$ cat config.mk
export PLATFORM = sky130hd
export DESIGN_NAME = ccc_ctrl
export DESIGN_NICKNAME = d
export VERILOG_FILES = /design/src/ccc_pkg.sv /design/src/ccc_ctrl.sv
export SDC_FILE = /design/constraint.sdc
export NUM_CORES = 1
export LEC_CHECK = 0
export ABC_AREA = 1
export BUFFER_PORTS_ARGS = -buffer_cell sky130_fd_sc_hd__buf_2
export CORE_AREA = 2 2 146 255
export CTS_CLUSTER_SIZE = 8
export DETAILED_ROUTE_END_ITERATION = 16
export DIE_AREA = 0 0 148 257
export PLACE_DENSITY_LB_ADDON = 0.2
export SLEW_MARGIN = 40
export SYNTH_ARGS = -nofsm -noshare
export SYNTH_HDL_FRONTEND = slang
export SYNTH_SLANG_ARGS = --single-unit
$ cat constraint.sdc
create_clock -name clk_sys_in -period 8.2 [get_ports clk_sys_in]
set_input_delay 1.64 -clock clk_sys_in [delete_from_list [all_inputs] [get_ports clk_sys_in]]
set_output_delay 1.64 -clock clk_sys_in [all_outputs]
set_load 0.02 [all_outputs]
$ cat src/ccc_pkg.sv
// Purpose: Constants and types for the capacitance converter control block.
// Assumes: 125 MHz system clock, byte-wide register port from a serial front end.
// Notes: Conversion times are kept in ms; cycle counts are derived here.
// Function
// - Range bits 7:6 pick full scale per channel.
// - Setup bit 5 selects differential versus single-ended.
// - Config bit 4 enables channel 1.
// - Config bit 3 enables channel 2.
// - Mode bits 2:0 decode idle, continuous, single, etc.
// - Mode 101 runs offset calibration on enabled channels.
// - Configuration register resets to all zeros.
// - Positive DAC bit 7 connects positive offset DAC.
// - Positive DAC bits 4:0 hold level, reset zero.
// - Negative DAC bit 7 connects negative offset DAC.
// - Negative DAC bits 4:0 hold level, reset zero.
// - Filter bits 5:4 set conversion time.
// - Modulator bit stream feeds third-order filter.
// - Filter output scaled by calibration before reading.
// - Modulator input muxed to the converting channel.
// - Excitation routed to pin of converting channel.
// - Square-wave excitation for whole conversion.
// - Setup registers at 0x0B and 0x0E, reset zero.
// - Ready bit low when unread data available.
// - Data update skipped during a data read.
`default_nettype none

package ccc_pkg;
    localparam int CLK_HZ = 125_000_000;
    localparam int MS_PER_S = 1000;
    localparam int CYC_PER_MS = CLK_HZ / MS_PER_S;
    localparam int CONV0_MS = 5;
    localparam int CONV1_MS = 20;
    localparam int CONV2_MS = 50;
    localparam int CONV3_MS = 60;
    localparam int CONV0_CYC = CONV0_MS * CYC_PER_MS;
    localparam int CONV1_CYC = CONV1_MS * CYC_PER_MS;
    localparam int CONV2_CYC = CONV2_MS * CYC_PER_MS;
    localparam int CONV3_CYC = CONV3_MS * CYC_PER_MS;
    localparam int CNT_W = 23;
    localparam int EXC_W = 16;
    localparam int EXC_HALF_DEF = 63;
    localparam int DEC_W = 5;

    // Register addresses.
    localparam logic [7:0] A_STATUS = 8'h00;
    localparam logic [7:0] A_DATA1_H = 8'h01;
    localparam logic [7:0] A_DATA1_L = 8'h02;
    localparam logic [7:0] A_DATA2_H = 8'h03;
    localparam logic [7:0] A_DATA2_L = 8'h04;
    localparam logic [7:0] A_OFF1_H = 8'h05;
    localparam logic [7:0] A_OFF1_L = 8'h06;
    localparam logic [7:0] A_OFF2_H = 8'h07;
    localparam logic [7:0] A_OFF2_L = 8'h08;
    localparam logic [7:0] A_SETUP1 = 8'h0B;
    localparam logic [7:0] A_SETUP2 = 8'h0E;
    localparam logic [7:0] A_CFG = 8'h0F;
    localparam logic [7:0] A_POS_OFFSET_DAC_LEVEL = 8'h11;
    localparam logic [7:0] A_NEG_OFFSET_DAC_LEVEL = 8'h12;
    localparam logic [7:0] A_CFG2 = 8'h1A;

    // Field positions, write masks and reset values.
    localparam int RANGE_HI = 7;
    localparam int RANGE_LO = 6;
    localparam int DIFF_BIT = 5;
    localparam int EN1_BIT = 4;
    localparam int EN2_BIT = 3;
    localparam int DAC_CON_BIT = 7;
    localparam int DAC_LVL_HI = 4;
    localparam int RATE_HI = 5;
    localparam int RATE_LO = 4;
    localparam int ST_PDOWN_BIT = 7;
    localparam int ST_LAST_BIT = 2;
    localparam logic [7:0] SETUP_WMASK = 8'hE0;
    localparam logic [7:0] CFG_WMASK = 8'h1F;
    localparam logic [7:0] DAC_WMASK = 8'h9F;
    localparam logic [7:0] CFG2_WMASK = 8'h30;
    localparam logic [7:0] REG_RST = 8'h00;
    localparam logic [15:0] OFF_RST = 16'h8000;
    localparam logic [15:0] DATA_RST = 16'h0000;
    localparam logic [15:0] RES_MASK = 16'hFFF0;
    localparam logic [15:0] CODE_MAX = 16'hFFFF;

    // Operating mode codes.
    localparam logic [2:0] MODE_IDLE = 3'h0;
    localparam logic [2:0] MODE_CONT = 3'h1;
    localparam logic [2:0] MODE_SINGLE = 3'h2;
    localparam logic [2:0] MODE_PDOWN = 3'h3;
    localparam logic [2:0] MODE_OFFCAL = 3'h5;
    localparam logic [2:0] MODE_GAINCAL = 3'h6;

    typedef enum logic [0:0] {SEQ_IDLE, SEQ_CONV} ccc_seq_t;

    // Analog front end controls.
    typedef struct packed {
        logic exc_a;
        logic exc_b;
        logic mod_sel;
        logic [1:0] range;
        logic diff;
        logic pos_offset_dac_level_con;
        logic [4:0] pos_offset_dac_level_lvl;
        logic neg_offset_dac_level_con;
        logic [4:0] neg_offset_dac_level_lvl;
        logic converting;
        logic pdown;
    } ccc_afe_t;

    // Register port request.
    typedef struct packed {
        logic wr;
        logic rd;
        logic [7:0] addr;
        logic [7:0] wdata;
    } ccc_req_t;

    typedef struct packed {
        ccc_seq_t seq;
        logic [1:0] sync;
        logic [1:0][7:0] setup;
        logic [7:0] cfg;
        logic [7:0] pos_offset_dac_level;
        logic [7:0] neg_offset_dac_level;
        logic [7:0] cfg2;
        logic [1:0][15:0] data;
        logic [1:0][15:0] offs;
        logic [1:0] rdy_n;
        logic last_ch;
        logic ch;
        logic [CNT_W-1:0] cnt;
        logic [EXC_W-1:0] exc_cnt;
        logic exc_ph;
        logic [15:0] i1;
        logic [15:0] i2;
        logic [15:0] i3;
        logic [15:0] d1;
        logic [15:0] d2;
        logic [15:0] d3;
        logic [DEC_W-1:0] dec;
        logic [15:0] code;
        logic [7:0] rdata;
        ccc_afe_t afe;
    } ccc_state_t;
endpackage

`default_nettype wire

$ cat src/ccc_ctrl.sv
// Purpose: Configuration, conversion sequencing, filter and result registers.
// Assumes: A serial front end on clk_sys_in presents byte register accesses.
// Notes: Analog parts sit outside; this block drives their controls.
`default_nettype none

module ccc_ctrl #(
    parameter int CONV0_CYC = ccc_pkg::CONV0_CYC,
    parameter int CONV1_CYC = ccc_pkg::CONV1_CYC,
    parameter int CONV2_CYC = ccc_pkg::CONV2_CYC,
    parameter int CONV3_CYC = ccc_pkg::CONV3_CYC,
    parameter int EXC_HALF = ccc_pkg::EXC_HALF_DEF
) (
    // Clock and reset.
    input wire logic clk_sys_in,
    input wire logic nrst_in,
    // Register port from the serial front end.
    input wire ccc_pkg::ccc_req_t req_in,
    input wire logic [1:0] rd_busy_in,
    output logic [7:0] reg_rdata_out,
    // Modulator bit stream pin.
    input wire logic mod_bit_in,
    // Front end controls and ready flags.
    output ccc_pkg::ccc_afe_t afe_out,
    output logic [1:0] ready_n_out
);
    ccc_pkg::ccc_state_t s_r;
    ccc_pkg::ccc_state_t s_nxt;
    logic [2:0] mode;
    logic [1:0] en;
    logic active;
    logic done;
    logic cal;
    logic [ccc_pkg::CNT_W-1:0] conv_len;
    localparam int EXC_W = ccc_pkg::EXC_W;
    // Last count of an excitation half period.
    localparam logic [EXC_W-1:0] EXC_W_HALF = EXC_W'(EXC_HALF - 1);

    // Subtract the offset coefficient around midscale and keep 12 bits.
    function automatic logic [15:0] scale(input logic [15:0] code,
                                          input logic [15:0] off);
        logic signed [17:0] v;
        v = $signed({2'b00, code}) - $signed({2'b00, off})
            + $signed({2'b00, ccc_pkg::OFF_RST});
        if (v < 0) begin
            scale = ccc_pkg::DATA_RST;
        end else if (v > $signed({2'b00, ccc_pkg::CODE_MAX})) begin
            scale = ccc_pkg::RES_MASK;
        end else begin
            scale = v[15:0] & ccc_pkg::RES_MASK;
        end
    endfunction

    // Mode and channel enables decoded from the configuration register.
    assign mode = s_r.cfg[2:0];
    assign en = {s_r.cfg[ccc_pkg::EN2_BIT], s_r.cfg[ccc_pkg::EN1_BIT]};
    assign cal = (mode == ccc_pkg::MODE_OFFCAL) || (mode == ccc_pkg::MODE_GAINCAL);
    assign active = (en != 2'b00) && ((mode == ccc_pkg::MODE_CONT) || cal
                    || (mode == ccc_pkg::MODE_SINGLE));
    assign done = (s_r.seq == ccc_pkg::SEQ_CONV) && active
                  && (s_r.cnt == conv_len - 1'b1);

    // Conversion length from the filter rate field.
    always_comb begin
        case (s_r.cfg2[ccc_pkg::RATE_HI:ccc_pkg::RATE_LO])
            2'b00: conv_len = ccc_pkg::CNT_W'(CONV0_CYC);
            2'b01: conv_len = ccc_pkg::CNT_W'(CONV1_CYC);
            2'b10: conv_len = ccc_pkg::CNT_W'(CONV2_CYC);
            default: conv_len = ccc_pkg::CNT_W'(CONV3_CYC);
        endcase
    end

    // Next state of the whole block.
    always_comb begin
        logic [15:0] x;
        logic [15:0] c1;
        logic [15:0] c2;
        logic [15:0] c3;
        logic restart;
        logic [1:0] landed;
        s_nxt = s_r;
        x = 16'h0000;
        c1 = 16'h0000;
        c2 = 16'h0000;
        c3 = 16'h0000;
        restart = 1'b0;
        landed = 2'b00;
        // Two-stage synchroniser; only the second stage feeds the filter.
        s_nxt.sync = {s_r.sync[0], mod_bit_in};

        case (s_r.seq)
            ccc_pkg::SEQ_IDLE: begin
                if (active) begin
                    s_nxt.ch = !en[0];
                    restart = 1'b1;
                end
            end
            ccc_pkg::SEQ_CONV: begin
                if (!active) begin
                    // Mode changed by the host; abandon the conversion.
                    s_nxt.seq = ccc_pkg::SEQ_IDLE;
                end else begin
                    s_nxt.cnt = s_r.cnt + 1'b1;
                    // Square wave on the measured capacitor all through.
                    if (s_r.exc_cnt == EXC_W_HALF) begin
                        s_nxt.exc_cnt = '0;
                        s_nxt.exc_ph = !s_r.exc_ph;
                    end else begin
                        s_nxt.exc_cnt = s_r.exc_cnt + 1'b1;
                    end
                    // One modulator sample per excitation period.
                    if (s_r.exc_cnt == EXC_W_HALF && s_r.exc_ph) begin
                        x = {15'h0000, s_r.sync[1]};
                        s_nxt.i1 = s_r.i1 + x;
                        s_nxt.i2 = s_r.i2 + s_nxt.i1;
                        s_nxt.i3 = s_r.i3 + s_nxt.i2;
                        s_nxt.dec = s_r.dec + 1'b1;
                        if (&s_r.dec) begin
                            c1 = s_nxt.i3 - s_r.d1;
                            c2 = c1 - s_r.d2;
                            c3 = c2 - s_r.d3;
                            s_nxt.d1 = s_nxt.i3;
                            s_nxt.d2 = c1;
                            s_nxt.d3 = c2;
                            s_nxt.code = c3[15] ? ccc_pkg::CODE_MAX : {c3[14:0], 1'b0};
                        end
                    end
                    if (done) begin
                        if (mode == ccc_pkg::MODE_OFFCAL) begin
                            s_nxt.offs[s_r.ch] = s_r.code;
                        end else if (!cal && !rd_busy_in[s_r.ch]) begin
                            s_nxt.data[s_r.ch] = scale(s_r.code, s_r.offs[s_r.ch]);
                            s_nxt.rdy_n[s_r.ch] = 1'b0;
                            landed[s_r.ch] = 1'b1;
                            s_nxt.last_ch = s_r.ch;
                        end
                        if (!s_r.ch && en[1]) begin
                            s_nxt.ch = 1'b1;
                            restart = 1'b1;
                        end else begin
                            s_nxt.seq = ccc_pkg::SEQ_IDLE;
                            if (mode != ccc_pkg::MODE_CONT) begin
                                s_nxt.cfg[2:0] = ccc_pkg::MODE_IDLE;
                            end
                        end
                    end
                end
            end
            default: s_nxt.seq = ccc_pkg::SEQ_IDLE;
        endcase

        // A fresh conversion clears the counters and the filter.
        if (restart) begin
            s_nxt.seq = ccc_pkg::SEQ_CONV;
            s_nxt.cnt = '0;
            s_nxt.exc_cnt = '0;
            s_nxt.exc_ph = 1'b0;
            s_nxt.i1 = 16'h0000;
            s_nxt.i2 = 16'h0000;
            s_nxt.i3 = 16'h0000;
            s_nxt.d1 = 16'h0000;
            s_nxt.d2 = 16'h0000;
            s_nxt.d3 = 16'h0000;
            s_nxt.dec = '0;
        end

        // Host writes follow the sequencer so a host write wins the mode field.
        if (req_in.wr) begin
            case (req_in.addr)
                ccc_pkg::A_SETUP1: s_nxt.setup[0] = req_in.wdata & ccc_pkg::SETUP_WMASK;
                ccc_pkg::A_SETUP2: s_nxt.setup[1] = req_in.wdata & ccc_pkg::SETUP_WMASK;
                ccc_pkg::A_CFG: s_nxt.cfg = req_in.wdata & ccc_pkg::CFG_WMASK;
                ccc_pkg::A_POS_OFFSET_DAC_LEVEL: s_nxt.pos_offset_dac_level = req_in.wdata & ccc_pkg::DAC_WMASK;
                ccc_pkg::A_NEG_OFFSET_DAC_LEVEL: s_nxt.neg_offset_dac_level = req_in.wdata & ccc_pkg::DAC_WMASK;
                ccc_pkg::A_CFG2: s_nxt.cfg2 = req_in.wdata & ccc_pkg::CFG2_WMASK;
                ccc_pkg::A_OFF1_H: s_nxt.offs[0][15:8] = req_in.wdata;
                ccc_pkg::A_OFF1_L: s_nxt.offs[0][7:0] = req_in.wdata;
                ccc_pkg::A_OFF2_H: s_nxt.offs[1][15:8] = req_in.wdata;
                ccc_pkg::A_OFF2_L: s_nxt.offs[1][7:0] = req_in.wdata;
                default: s_nxt.cfg = s_nxt.cfg;
            endcase
        end

        // Reads; the low data byte ends a pair and marks the data as read.
        if (req_in.rd) begin
            case (req_in.addr)
                ccc_pkg::A_STATUS: begin
                    s_nxt.rdata = 8'h00;
                    s_nxt.rdata[ccc_pkg::ST_PDOWN_BIT] = (mode == ccc_pkg::MODE_PDOWN);
                    s_nxt.rdata[ccc_pkg::ST_LAST_BIT] = s_r.last_ch;
                    s_nxt.rdata[1:0] = s_r.rdy_n;
                end
                ccc_pkg::A_DATA1_H: s_nxt.rdata = s_r.data[0][15:8];
                ccc_pkg::A_DATA1_L: s_nxt.rdata = s_r.data[0][7:0];
                ccc_pkg::A_DATA2_H: s_nxt.rdata = s_r.data[1][15:8];
                ccc_pkg::A_DATA2_L: s_nxt.rdata = s_r.data[1][7:0];
                ccc_pkg::A_OFF1_H: s_nxt.rdata = s_r.offs[0][15:8];
                ccc_pkg::A_OFF1_L: s_nxt.rdata = s_r.offs[0][7:0];
                ccc_pkg::A_OFF2_H: s_nxt.rdata = s_r.offs[1][15:8];
                ccc_pkg::A_OFF2_L: s_nxt.rdata = s_r.offs[1][7:0];
                ccc_pkg::A_SETUP1: s_nxt.rdata = s_r.setup[0];
                ccc_pkg::A_SETUP2: s_nxt.rdata = s_r.setup[1];
                ccc_pkg::A_CFG: s_nxt.rdata = s_r.cfg;
                ccc_pkg::A_POS_OFFSET_DAC_LEVEL: s_nxt.rdata = s_r.pos_offset_dac_level;
                ccc_pkg::A_NEG_OFFSET_DAC_LEVEL: s_nxt.rdata = s_r.neg_offset_dac_level;
                ccc_pkg::A_CFG2: s_nxt.rdata = s_r.cfg2;
                default: s_nxt.rdata = 8'h00;
            endcase
            // Set wins: a result landing now keeps its ready flag low, even when the
            // flag was already low, so the fresh result is never marked as read.
            if (req_in.addr == ccc_pkg::A_DATA1_L && !landed[0]) begin
                s_nxt.rdy_n[0] = 1'b1;
            end
            if (req_in.addr == ccc_pkg::A_DATA2_L && !landed[1]) begin
                s_nxt.rdy_n[1] = 1'b1;
            end
        end

        // Front end controls follow the channel that converts.
        s_nxt.afe.converting = (s_nxt.seq == ccc_pkg::SEQ_CONV);
        s_nxt.afe.mod_sel = s_nxt.ch;
        s_nxt.afe.exc_a = s_nxt.afe.converting && !s_nxt.ch && s_nxt.exc_ph;
        s_nxt.afe.exc_b = s_nxt.afe.converting && s_nxt.ch && s_nxt.exc_ph;
        s_nxt.afe.range = s_nxt.setup[s_nxt.ch][ccc_pkg::RANGE_HI:ccc_pkg::RANGE_LO];
        s_nxt.afe.diff = s_nxt.setup[s_nxt.ch][ccc_pkg::DIFF_BIT];
        s_nxt.afe.pos_offset_dac_level_con = s_nxt.pos_offset_dac_level[ccc_pkg::DAC_CON_BIT];
        s_nxt.afe.pos_offset_dac_level_lvl = s_nxt.pos_offset_dac_level[ccc_pkg::DAC_LVL_HI:0];
        s_nxt.afe.neg_offset_dac_level_con = s_nxt.neg_offset_dac_level[ccc_pkg::DAC_CON_BIT];
        s_nxt.afe.neg_offset_dac_level_lvl = s_nxt.neg_offset_dac_level[ccc_pkg::DAC_LVL_HI:0];
        s_nxt.afe.pdown = (s_nxt.cfg[2:0] == ccc_pkg::MODE_PDOWN);
    end

    // State register; reset leaves every register at its documented value.
    always_ff @(posedge clk_sys_in) begin
        if (!nrst_in) begin
            s_r <= '0;
            s_r.setup <= {ccc_pkg::REG_RST, ccc_pkg::REG_RST};
            s_r.cfg <= ccc_pkg::REG_RST;
            s_r.pos_offset_dac_level <= ccc_pkg::REG_RST;
            s_r.neg_offset_dac_level <= ccc_pkg::REG_RST;
            s_r.offs <= {ccc_pkg::OFF_RST, ccc_pkg::OFF_RST};
            s_r.rdy_n <= 2'b11;
            s_r.seq <= ccc_pkg::SEQ_IDLE;
        end else begin
            s_r <= s_nxt;
        end
    end

    assign reg_rdata_out = s_r.rdata;
    assign afe_out = s_r.afe;
    assign ready_n_out = s_r.rdy_n;
endmodule // ccc_ctrl

`default_nettype wire

==> flow_metrics.env <==
export IMPL_status="complete, no violations"
export IMPL_hold_violations=0
export IMPL_synth_flop_cell="dfxtp_1"
export IMPL_clockRootBuffer="clkbuf_16"
export IMPL_syn2layout_area_growth_pct=9.53
export IMPL_clk_latency_ps=540
export IMPL_holdWs_ps=457
export IMPL_die_h_microns=257
export IMPL_cp_start_kind="flip-flop"
export IMPL_timing_rr_start="s_r[129]"
export IMPL_synth_top_area_share_pct=32.4
export IMPL_ys_types=61
export IMPL_final_setup_tns_ps=0
export IMPL_vdd_drop_max_mv=0.151
export IMPL_cts_tree="yes"
export IMPL_slowest_stage="ha_1"
export IMPL_final_area_sq_um=17500
export IMPL_antenna_found_initial=0
export IMPL_worstSetupEndpointType="flip-flop"
export IMPL_ys_seq_area_share_pct=32.4
export IMPL_regArea_sq_um=5180
export IMPL_fp_row_count=92
export IMPL_finalCritPeriodShare_pct=90.6
export IMPL_die_w_microns=148
export IMPL_arrival_ps=7850
export IMPL_p_leak_nw=7.55
export IMPL_drive_above_1_share_pct=7.90
export IMPL_hold_buffers=0
export IMPL_grt_pass1_vias=14500
export IMPL_clockBufferDepth=3
export IMPL_die_area_sq_um=38000
export IMPL_vias=14700
export IMPL_setup_viol=0
export IMPL_start_util_pct=44.6
export IMPL_grt_ovfl_total=0
export IMPL_final_nets=2426
export IMPL_dp_hpwl_microns=34000
export IMPL_tightest_slew_ps=959
export IMPL_synthArstFlopShare_pct=0
export IMPL_synth_seq_cells=259
export IMPL_route_detailed_drc=0
export IMPL_synth_edff_count=0
export IMPL_grt_max_degree=78
export IMPL_startpoint="s_r[129]"
export IMPL_place_congestion=1.01
export IMPL_multi_input_area_sq_um=9110
export IMPL_yosys_top_cells_count="nand2_1, inv_1, a21oi_1, dfxtp_1, nor2_1"
export IMPL_drv_cap=0
export IMPL_yosys_warnings=0
export IMPL_path_clk_slew_ps=50
export IMPL_slowest_delay_ps=380
export IMPL_antennaDiodeCount=0
export IMPL_grt_use_total_pct=23.7
export IMPL_hold_path_class="reg -> reg"
export IMPL_cp_common_cell="nand2_1"
export IMPL_post_route_util_pct=48.8
export IMPL_synth_area_leaders="dfxtp_1, nand2_1, a21oi_1, ha_1, inv_1"
export IMPL_yosysMostFrequentCell="nand2_1"
export IMPL_crit_required_ps=8620
export IMPL_viasPerCell=5.34
export IMPL_timing_fmax_ghz=0.135
export IMPL_ant_nets=0
export IMPL_synthesis_nets=2419
export IMPL_path_max_fanout=16
export IMPL_wire_per_inst_microns=16.4
export IMPL_power_density_nw_per_um2=158
export IMPL_drt_iter0_markers=699
export IMPL_yosysTopAreaCell="dfxtp_1"
export IMPL_pin_count=53
export IMPL_first_pass_iters=6
export IMPL_period_minus_slack_ps=7430
export IMPL_numCtsBuffers=38
export IMPL_rsz0062_at_grt="no"
export IMPL_critPathTopFamily="adder cells"
export IMPL_clkSinkCount=259
export IMPL_portBuffers=52
export IMPL_rrSetupSlack_ps=770
export IMPL_cp_depth=42
export IMPL_finalMaxSlewViolations=0
export IMPL_fin_worst_skew_ps=18.8
export IMPL_slew_limit_headroom_pct=35.4
export IMPL_path_class="reg -> reg"
export IMPL_coreArea_sq_um=35900
export IMPL_grt_pass1_wl_microns=73000
export IMPL_cts_htree_levels=2
export IMPL_critPathCapture="s_r[32]"
export IMPL_syn_inst=2282
export IMPL_rr_worst_depth=42
export IMPL_netlist_area_sq_um=16000
export IMPL_dpl_instance_area_sq_um=16400
export IMPL_fillers=3700
export IMPL_cp_num_buf_inv=4
export IMPL_wirelength_microns=45200
export IMPL_avgSynthCellArea_sq_um=7.01
export IMPL_rr_endpoint="s_r[32]"
export IMPL_totalPowerFinal_mw=2.76
## tightest hold or removal path: cells and delay by family (launching register included)
| kind | cells | cell delay, ps |
|---|---|---|
| flops | 1 | 300 |
| simple gates | 1 | 60 |
| compound gates | 1 | 50 |
## routing by layer
metal / part of all wire [%] / up-vias / routed length (microns) / GRT usage, %
li1: - / 7484 / - / -
met1: 36 / 6773 / 16300 / 23.6
met2: 52 / 330 / 23600 / 44.2
met3: 3.4 / 152 / 1520 / 2.85
met4: 8.5 / 0 / 3830 / 18.0
met5: 0 / - / 0 / 0
## metrics by stage
| step | setup slack (ps) | cells |
|---|---|---|
| after floorplan | 2000 | 2282 |
| after global placement | 527 | 2716 |
| after detailed placement | 467 | 2717 |
| after CTS | 411 | 2760 |
| after global routing | 13.0 | 2762 |
| final | 771 | 2762 |
## layout make-up
| cell class | count | area share, % |
|---|---|---|
| clock inverter | 3 | 0.335 |
| sequential | 259 | 29.6 |
| timing repair buffer | 66 | 2.11 |
| multi-input combinational | 1594 | 52.0 |
| tap | 470 | 3.35 |
| clock buffer | 40 | 5.59 |
| inverter | 330 | 7.09 |
## cell families after synthesis
logic type | Yosys count | share of synthesized area [%]
AO/OA/AOI/OAI | 563 | 19.5
XOR/XNOR | 96 | 5.25
adder cells (fa/ha/maj) | 114 | 9.19
buffers and inverters | 429 | 11.1
flip-flops | 259 | 32.4
multiplexers | 4 | 0.250
AND/OR/NAND/NOR | 817 | 22.4
## placed cells by master (no fill, tap or decap), types with 7 or more instances in the layout
master | netlist | routed
nand4_1 | 11 | 11
o211ai_1 | 11 | 11
ha_1 | 108 | 108
buf_2 | 19 | 52
nor3_1 | 28 | 28
xnor2_1 | 32 | 32
nor4_1 | 12 | 12
nand2_1 | 417 | 417
buf_4 | 30 | 13
o21ai_0 | 137 | 134
clkbuf_16 | 0 | 39
o21ai_1 | 17 | 18
inv_2 | 7 | 7
a31oi_1 | 16 | 16
xor2_1 | 64 | 64
a221oi_1 | 8 | 8
dfxtp_1 | 259 | 259
a21oi_1 | 280 | 279
nor2_1 | 211 | 205
o21bai_1 | 8 | 8
o22ai_1 | 32 | 32
a21o_1 | 9 | 9
nand3_1 | 74 | 74
nor2_2 | 4 | 8
nand2_2 | 13 | 12
inv_1 | 317 | 315
nand3_2 | 18 | 17
a211oi_1 | 19 | 19
## where the power goes
group / leakage, nW / total (mW) / internal [mW] / switching, mW
Sequential: 2.09 / 1.26 / 1.26 / 0.000548
Clock: 0.510 / 1.44 / 0.872 / 0.568
Combinational: 4.96 / 0.0611 / 0.0125 / 0.0486
Total: 7.55 / 2.76 / 2.15 / 0.618
## how the worst min path moves through the flow
stage                          start       end  slack [ps]  depth (start not counted)
after floorplan           s_nxt[302]  s_r[302]         390                          2
after detailed placement     s_r[55]   s_r[55]         450                          2
final                        s_r[86]   s_r[86]         460                          2
after global routing         s_r[54]   s_r[54]         470                          2
after CTS                    s_r[55]   s_r[55]         460                          2
after global placement       s_r[69]   s_r[69]         450                          2
## repair_timing
| action | CTS | global route |
|---|---|---|
| setup endpoints to repair | 0 | 16 |
| gates resized for setup | 0 | 5 |
| buffers inserted | 0 | 2 |
| hold endpoints to repair | 0 | 0 |
## sequential cells by signal (all words and copies together) (netlist names)
signal and count:
mode 3, reg_rdata_out 8, s_nxt 1, s_r 235, ready_n_out 2, afe_out 8, en 2
Note: power is estimated with default switching activity, not from simulation.
